`src/rtl/dcs_pkg.sv`:
```
// dcs_pkg: constants and carriers for the data compare status recorder.
// assumes one completing instruction record per sys_clk from the pipeline.
package dcs_pkg;
   // ==================================================================
   // register map, byte addresses
   localparam logic [7:0] DCS_OFF_STATUS = 8'h00;
   localparam logic [7:0] DCS_OFF_RETDBG = 8'h04;
   localparam logic [7:0] DCS_OFF_RETCRIT = 8'h08;
   localparam logic [7:0] DCS_OFF_SYND = 8'h0c;
   localparam logic [7:0] DCS_OFF_MMUA = 8'h10;
   localparam logic [7:0] DCS_OFF_CTRL = 8'h14;
   // ==================================================================
   // status layout
   localparam int DCS_ST_DAC_LO = 0;
   localparam int DCS_ST_DAC_HI = 1;
   localparam int DCS_ST_IDE = 2;
   localparam int DCS_ST_OFS_LO = 4;
   localparam int DCS_ST_OFS_HI = 6;
   // control layout
   localparam int DCS_CT_DBGSET = 0;
   localparam int DCS_CT_DBGIRQ = 1;
   localparam logic [1:0] DCS_CTRL_RST = 2'h3;
   // ==================================================================
   // syndrome causes and offset range
   localparam logic [1:0] DCS_SYND_NONE = 2'h0;
   localparam logic [1:0] DCS_SYND_TLB = 2'h1;
   localparam logic [1:0] DCS_SYND_STOR = 2'h2;
   localparam logic [2:0] DCS_OFS_ZERO = 3'h0;
   localparam logic [2:0] DCS_OFS_ONE = 3'h1;
   localparam logic [2:0] DCS_OFS_MAX = 3'h5;
   localparam logic [31:0] DCS_WORD_ZERO = 32'h0;
   localparam logic [1:0] DCS_HTRANS_NONSEQ = 2'h2;

   // one completing instruction from the pipeline
   typedef struct packed {
      logic valid;
      logic isLdSt;
      logic isMultiple;
      logic [1:0] dacHit;
      logic dvcHit;
      logic tlbMiss;
      logic storFault;
      logic instFault;
      logic dualIssued;
      logic [31:0] addr;
      logic [31:0] nextAddr;
   } dcs_insn_t;

   // actions reported back to the pipeline
   typedef struct packed {
      logic tlbTake;
      logic storTake;
      logic debugTake;
      logic syndUpdate;
      logic mmuUpdate;
      logic excMask;
      logic ctrUpdate;
      logic issueStop;
   } dcs_act_t;

   typedef enum logic [1:0] {DCS_IDLE, DCS_WAIT2, DCS_WAIT3} dcs_state_t;
endpackage

```
`src/rtl/dcs_status_update.sv`:
```
// dcs_status_update: records data compare debug events, delayed value
// compare reports, and the syndrome and mmu assist updates.
// assumes pipeline logic on sys_clk and a single ahb-lite master.
//
// Decided for this implementation: register access over AHB-Lite and the address map.
`timescale 1ns/100ps

module dcs_status_update
   import dcs_pkg::*;
(
   input wire logic sys_clk, // core clock
   input wire logic rstn, // synchronous reset
   input wire dcs_pkg::dcs_insn_t insn, // completing instruction
   output dcs_pkg::dcs_act_t act, // actions to pipeline
   output logic debugIrq, // debug interrupt request level
   input wire logic hsel, // ahb select
   input wire logic [31:0] haddr, // ahb address
   input wire logic [1:0] htrans, // ahb transfer type
   input wire logic hwrite, // ahb write
   input wire logic [2:0] hsize, // ahb size
   input wire logic [31:0] hwdata, // ahb write data
   input wire logic hready, // ahb ready in
   output logic hreadyout, // ahb ready out
   output logic hresp, // ahb response
   output logic [31:0] hrdata // ahb read data
);
   import dcs_pkg::*;

   // ==================================================================
   // state
   dcs_state_t state_r, state_nxt;
   logic [1:0] dacBits_r, dacBits_nxt;
   logic [2:0] offCnt_r, offCnt_nxt;
   logic [1:0] stDac_r;
   logic stIde_r;
   logic [2:0] completed_offset_field;
   logic [31:0] debug_return_address;
   logic [31:0] critical_return_address;
   logic [1:0] exception_syndrome_reg;
   logic [31:0] mmu_assist_regs;
   logic [1:0] ctrl_r;
   // record request from the sequencer
   logic rec;
   logic recIde;
   logic [1:0] recBits;
   logic [2:0] recOfs;
   logic [31:0] recAddr;
   dcs_act_t actC;

   // saturating add of completed instructions
   function automatic logic [2:0] addDone(input logic [2:0] base,
                                          input logic dual);
      logic [3:0] sum;
      sum = {1'b0, base} + 4'h1 + {3'h0, dual};
      if (sum > {1'b0, DCS_OFS_MAX}) begin
         addDone = DCS_OFS_MAX;
      end else begin
         addDone = sum[2:0];
      end
   endfunction

   // ==================================================================
   // sequencer
   always_comb begin
      state_nxt = state_r;
      dacBits_nxt = dacBits_r;
      offCnt_nxt = offCnt_r;
      rec = 1'b0;
      recIde = 1'b0;
      recBits = dacBits_r;
      recOfs = DCS_OFS_ZERO;
      recAddr = insn.addr;
      actC = '0;
      actC.ctrUpdate = insn.valid;
      if (insn.valid) begin
         unique case (state_r)
            DCS_IDLE: begin
               if (insn.isLdSt && (insn.tlbMiss || insn.storFault)) begin
                  if (insn.dacHit == 2'h0) begin
                     actC.tlbTake = insn.tlbMiss;
                     actC.mmuUpdate = insn.tlbMiss;
                     actC.storTake = !insn.tlbMiss;
                     actC.syndUpdate = 1'b1;
                  end else begin
                     rec = 1'b1;
                     recIde = 1'b1;
                     recBits = insn.dacHit;
                     actC.excMask = 1'b1;
                  end
               end else if (insn.isLdSt && insn.dacHit != 2'h0) begin
                  if (insn.dvcHit) begin
                     state_nxt = DCS_WAIT2;
                     dacBits_nxt = insn.dacHit;
                     offCnt_nxt = {2'h0, insn.dualIssued};
                  end else begin
                     rec = 1'b1;
                     recBits = insn.dacHit;
                     recAddr = insn.nextAddr;
                  end
               end
            end
            DCS_WAIT2: begin
               if (insn.instFault) begin
                  rec = 1'b1;
                  recOfs = offCnt_r;
                  actC.excMask = 1'b1;
                  actC.issueStop = 1'b1;
                  actC.ctrUpdate = 1'b0;
               end else if (insn.isLdSt &&
                            (insn.tlbMiss || insn.storFault)) begin
                  rec = 1'b1;
                  recOfs = offCnt_r;
                  actC.excMask = 1'b1;
                  actC.ctrUpdate = 1'b0;
               end else if (insn.isLdSt && insn.dacHit != 2'h0 &&
                            (!insn.dvcHit || insn.isMultiple)) begin
                  rec = 1'b1;
                  recBits = dacBits_r | insn.dacHit;
                  recOfs = addDone(offCnt_r, insn.dualIssued);
                  recAddr = insn.nextAddr;
               end else begin
                  state_nxt = DCS_WAIT3;
                  offCnt_nxt = addDone(offCnt_r, insn.dualIssued);
                  if (insn.isLdSt) begin
                     dacBits_nxt = dacBits_r | insn.dacHit;
                  end
               end
            end
            DCS_WAIT3: begin
               state_nxt = DCS_IDLE;
               recOfs = offCnt_r;
               rec = 1'b1;
               if (insn.instFault) begin
                  actC.excMask = 1'b1;
                  actC.issueStop = 1'b1;
                  actC.ctrUpdate = 1'b0;
               end else if (!insn.isLdSt) begin
                  recOfs = offCnt_r;
               end else if (insn.tlbMiss || insn.storFault) begin
                  actC.excMask = 1'b1;
                  actC.ctrUpdate = 1'b0;
               end else begin
                  recBits = dacBits_r | insn.dacHit;
                  recOfs = addDone(offCnt_r, insn.dualIssued);
                  recAddr = insn.nextAddr;
               end
            end
         endcase
      end
      if (rec) begin
         state_nxt = DCS_IDLE;
         actC.debugTake = 1'b1;
         if (!ctrl_r[DCS_CT_DBGIRQ]) begin
            recIde = 1'b1;
         end
      end
   end

   assign act = actC;

   always_ff @(posedge sys_clk) begin
      if (!rstn) begin
         state_r <= DCS_IDLE;
         dacBits_r <= 2'h0;
         offCnt_r <= DCS_OFS_ZERO;
      end else begin
         state_r <= state_nxt;
         dacBits_r <= dacBits_nxt;
         offCnt_r <= offCnt_nxt;
      end
   end

   // ==================================================================
   // bus slave, zero wait, always okay
   logic wrPend_r;
   logic [7:0] wrAddr_r;
   logic addrPhase;
   logic [31:0] rdWord;
   logic [31:0] statusWord;
   logic stWrite;

   assign addrPhase = hsel && hready && htrans == DCS_HTRANS_NONSEQ;
   assign hreadyout = 1'b1;
   assign hresp = 1'b0;
   assign stWrite = wrPend_r && wrAddr_r == DCS_OFF_STATUS;

   always_comb begin
      statusWord = DCS_WORD_ZERO;
      statusWord[DCS_ST_DAC_HI:DCS_ST_DAC_LO] = stDac_r;
      statusWord[DCS_ST_IDE] = stIde_r;
      statusWord[DCS_ST_OFS_HI:DCS_ST_OFS_LO] = completed_offset_field;
      unique case (haddr[7:0])
         DCS_OFF_STATUS: rdWord = statusWord;
         DCS_OFF_RETDBG: rdWord = debug_return_address;
         DCS_OFF_RETCRIT: rdWord = critical_return_address;
         DCS_OFF_SYND: rdWord = {30'h0, exception_syndrome_reg};
         DCS_OFF_MMUA: rdWord = mmu_assist_regs;
         DCS_OFF_CTRL: rdWord = {30'h0, ctrl_r};
         default: rdWord = DCS_WORD_ZERO;
      endcase
      if (haddr[31:8] != 24'h0) begin
         rdWord = DCS_WORD_ZERO;
      end
   end

   always_ff @(posedge sys_clk) begin
      if (!rstn) begin
         wrPend_r <= 1'b0;
         wrAddr_r <= 8'h0;
         hrdata <= DCS_WORD_ZERO;
      end else begin
         wrPend_r <= addrPhase && hwrite && haddr[31:8] == 24'h0;
         wrAddr_r <= haddr[7:0];
         if (addrPhase && !hwrite) begin
            hrdata <= rdWord;
         end
      end
   end

   always_ff @(posedge sys_clk) begin
      if (!rstn) begin
         ctrl_r <= DCS_CTRL_RST;
      end else if (wrPend_r && wrAddr_r == DCS_OFF_CTRL) begin
         ctrl_r <= hwdata[1:0];
      end
   end

   // ==================================================================
   // debug status, write one to clear (offset field by a one in its top bit), new record wins
   always_ff @(posedge sys_clk) begin
      if (!rstn) begin
         stDac_r <= 2'h0;
         stIde_r <= 1'b0;
         completed_offset_field <= DCS_OFS_ZERO;
      end else begin
         stDac_r <= (stDac_r & ~({2{stWrite}} &
                    hwdata[DCS_ST_DAC_HI:DCS_ST_DAC_LO])) |
                    ({2{rec}} & recBits);
         stIde_r <= (stIde_r && !(stWrite && hwdata[DCS_ST_IDE])) ||
                    (rec && recIde);
         if (rec) begin
            completed_offset_field <= recOfs;
         end else if (stWrite && hwdata[DCS_ST_OFS_HI]) begin
            completed_offset_field <= DCS_OFS_ZERO;
         end
      end
   end

   assign debugIrq = ctrl_r[DCS_CT_DBGIRQ] && stDac_r != 2'h0;

   // ==================================================================
   // saved return address, syndrome, mmu assist
   always_ff @(posedge sys_clk) begin
      if (!rstn) begin
         debug_return_address <= DCS_WORD_ZERO;
         critical_return_address <= DCS_WORD_ZERO;
      end else if (rec && ctrl_r[DCS_CT_DBGSET]) begin
         debug_return_address <= recAddr;
      end else if (rec) begin
         critical_return_address <= recAddr;
      end
   end

   always_ff @(posedge sys_clk) begin
      if (!rstn) begin
         exception_syndrome_reg <= DCS_SYND_NONE;
         mmu_assist_regs <= DCS_WORD_ZERO;
      end else begin
         if (actC.syndUpdate) begin
            exception_syndrome_reg <= actC.tlbTake ? DCS_SYND_TLB :
                                      DCS_SYND_STOR;
         end
         if (actC.mmuUpdate) begin
            mmu_assist_regs <= insn.addr;
         end
      end
   end
endmodule

```
`config.mk`:
```
export PLATFORM = sky130hd
export DESIGN_NAME = dcs_status_update
export DESIGN_NICKNAME = d
export VERILOG_FILES = /design/src/rtl/dcs_pkg.sv /design/src/rtl/dcs_status_update.sv
export SDC_FILE = /design/constraint.sdc
export NUM_CORES = 1
export LEC_CHECK = 0
export BUFFER_PORTS_ARGS = -buffer_cell sky130_fd_sc_hd__buf_2
export CORE_MARGIN = 10
export CORE_UTILIZATION = 56
export DETAILED_ROUTE_END_ITERATION = 7
export GPL_TIMING_DRIVEN = 0
export HOLD_SLACK_MARGIN = 0.15
export PLACE_DENSITY = 0.81
export SLEW_MARGIN = 20
export SYNTH_ARGS = -nofsm -noshare
export SYNTH_HDL_FRONTEND = slang
export SYNTH_SLANG_ARGS = --single-unit
```
`constraint.sdc`:
```
create_clock -name sys_clk -period 2.9 [get_ports sys_clk]
set_clock_uncertainty 0.2 [all_clocks]
set_input_delay 0.29 -clock sys_clk [delete_from_list [all_inputs] [get_ports sys_clk]]
set_output_delay 0.29 -clock sys_clk [all_outputs]
set_load 0.05 [all_outputs]
```
==> impl_metrics.ini <==
[synthesis]
avgSynthCellArea_um2 = 8.14
async_flop_share_pct = 0
ys_seq_elements = 154
yosysMostFrequentCell = nand2_1
yosys_warnings = 0
synth_nets = 1275
yosys_most_used_dff = dfxtp_1
synth_common_cells = nand2_1 (203), dfxtp_1 (154), o21ai_0 (101), a21oi_1 (87), clkbuf_1 (69)
synth_cell_type_count = 64
syn_area_um2 = 9140
synth.area.top_cells = dfxtp_1 (34%), nand2_1 (8.3%), a2111oi_2 (7.9%)
synth_top_area_share_pct = 33.7
postSynthCellCount = 1122
yosysTopAreaCell = dfxtp_1
ys_seq_area_share_pct = 33.7
synth_edf_count = 0

[worst_setup_path]
ff2ff_setup_slack_ps = 80
crit_family = buffers and inverters
cp_max_fo = 10
critPathSlowestCell = nor4_1
reg2regPathDepth = 8
cp_cell_sequence = dlygate4sd3_1, clkbuf_1, nand2b_1, nor4_1, buf_2, a22o_1, a221oi_1, o21ai_1
critPathBufInv = 3
r2r-end = debug_return_address[17]
worstSetupPathType = in -> reg
crit_arrival_ps = 3090
slowest_delay_ps = 930
cp.required_ps = 3070
cp-end-kind = register
reg2reg_from = state_r[0]
start_kind = input pin

[power_and_ir_drop]
total_power_w = 0.00547
power-per-cell-area_nw_per_um2 = 466
ir_drop_uv = 437
p_leak_nw = 4.39

[placement]
place.gp.congestion = 0.937
hpwl_um = 22600
io_buffers = 153
place_area_um2 = 10200
placedCellCount = 1491

[clock_tree]
clk_pin_slew_ps = 70
clkSinkCount = 154
cts_buffers = 17
htreeDepth = 4
clock_latency_ps = 440
clk_path_buf_depth = 2
cts_tree = yes
clock-root-buffer = clkbuf_16

[cells_and_area]
final_area_um2 = 11700
layout-drive-gt1-share_pct = 24.9
stdcell_count = 1583
fin_nets = 1505
areaGrowthSynthToFinish_pct = 28.6

[die]
num_rows = 46
start_util_pct = 57.3
die_w_um = 148
dieArea_um2 = 21800
fp.dieH_um = 148
fp.coreArea_um2 = 15900
io_pins = 191

[timing]
drv_slew = 0
maxSlewHeadroom_pct = 16.9
tightest_slew_ps = 1230
fin_ws_ps = -19.9
hold_slack_ps = 173
finalHoldViolCount = 0
timing.fmax_ghz = 0.342
period_needed_ps = 2920
finalSetupViolCount = 2
period_share_pct = 101

[detailed_routing]
ant_nets = 0
drt_wl_total_um = 34000
drtIter0Drc = 1313
wire_per_inst_um = 21.5
vias_per_cell = 6.53
dr.pass1.iters = 6
drc = 0
vias = 10300

[grt]
antenna_found_initial = 2
grt_max_degree = 20
grt_pass1_vias = 9894
overflow = 0
grtUsageTotal_pct = 29.3
grt_pass1_wl_um = 52300

[min_path]
hold_end = exception_syndrome_reg[1]
hold-path-cell-count = 3
hold_path.startpoint = rstn
min_path_type = in -> reg

[status]
status = finished, violations left
violations = setup timing

[run]
timing.max_cap.violations = 0
## layout by cell type (no fill, tap or decap), drive strengths merged, types with 10 or more instances in the layout
cell and count:
o21ai 116, o22ai 27, mux2i 35, clkbuf 88, and2 10, dfxtp 154, a22o 28, nor2 45
buf 197, nor4 15, a21oi 87, a2111oi 62, nand2 203, dlygate4sd3 50, inv 59, o41ai 27
a21boi 42, nand3 15
## per-stage QoR
step	utilization (%)	setup slack, ps	TNS, ps
after CTS	71.7	20.5	0
after floorplan	-	30.8	0
after global routing	73.7	-6.49	-6.94
final	73.7	-19.9	-34.3
after global placement	63.8	-338	-19960
after detailed placement	63.8	-383	-23910
## worst reg2reg max path: cells and delay by family (launching register included)
| kind | cells | cell delay [ps] |
|---|---|---|
| buf+inv | 3 | 780 |
| fa+ha+maj | 1 | 200 |
| flops | 1 | 380 |
| compound gates | 4 | 1130 |
## layout make-up
type                    count  area, µm²
well taps                 216        270
clock buffers              18        439
clock inverters            14        188
plain buffers             105        542
fillers                  1206       4190
repair buffers            212       1350
flip-flops and latches    154       3080
multi-input cells         808       5670
diodes                      2       5.00
inverters                  54        203
## how the worst max path moves through the flow
stage | endpoint | start | depth (start not counted) | slack (ps)
2_1_floorplan | act[0] | state_r[0] | 7 | 30
3_3_place_gp | critical_return_address[3] | state_r[1] | 8 | -340
3_5_place_dp | act[7] | insn[70] | 8 | -380
4_1_cts | act[5] | state_r[0] | 8 | 20
5_1_grt | act[7] | state_r[0] | 8 | -6
6_report | hrdata[5] | haddr[3] | 8 | -20
## layer usage
metal	vias to the layer above	global-route usage, %	part of all wire, %
met1	4810	36.2	37
met3	146	7.23	12
met2	792	45.9	46
met5	-	0	0
li1	4588	-	-
met4	0	16.2	4.4
## what timing repair did
item                                    in CTS  in global routing
pin swaps                                    4                 14
setup buffers                                6                  3
endpoints found under the setup margin      70                 69
hold endpoints to repair                   114                  0
resized for setup                           24                 61
hold buffers                                50                  0
## power by group
group          internal (W)  switching, W
combinational      0.000339      0.000548
clock               0.00140      0.000997
sequential          0.00217     0.0000260
## kinds of logic (layout without fill, tap and decap cells)
group / count (synthesis) / after routing / share of synthesized area [%]
DFF: 154 / 154 / 33.7
muxes: 38 / 38 / 4.20
buffers and inverters: 160 / 403 / 7.61
AOI/OAI and AO/OA: 434 / 434 / 37.6
adders and majority gates: 5 / 5 / 0.685
other: 2 / 4 / 0.0822
and+or+nand+nor: 329 / 329 / 16.1
No activity file was read; power rests on OpenSTA's default activity.
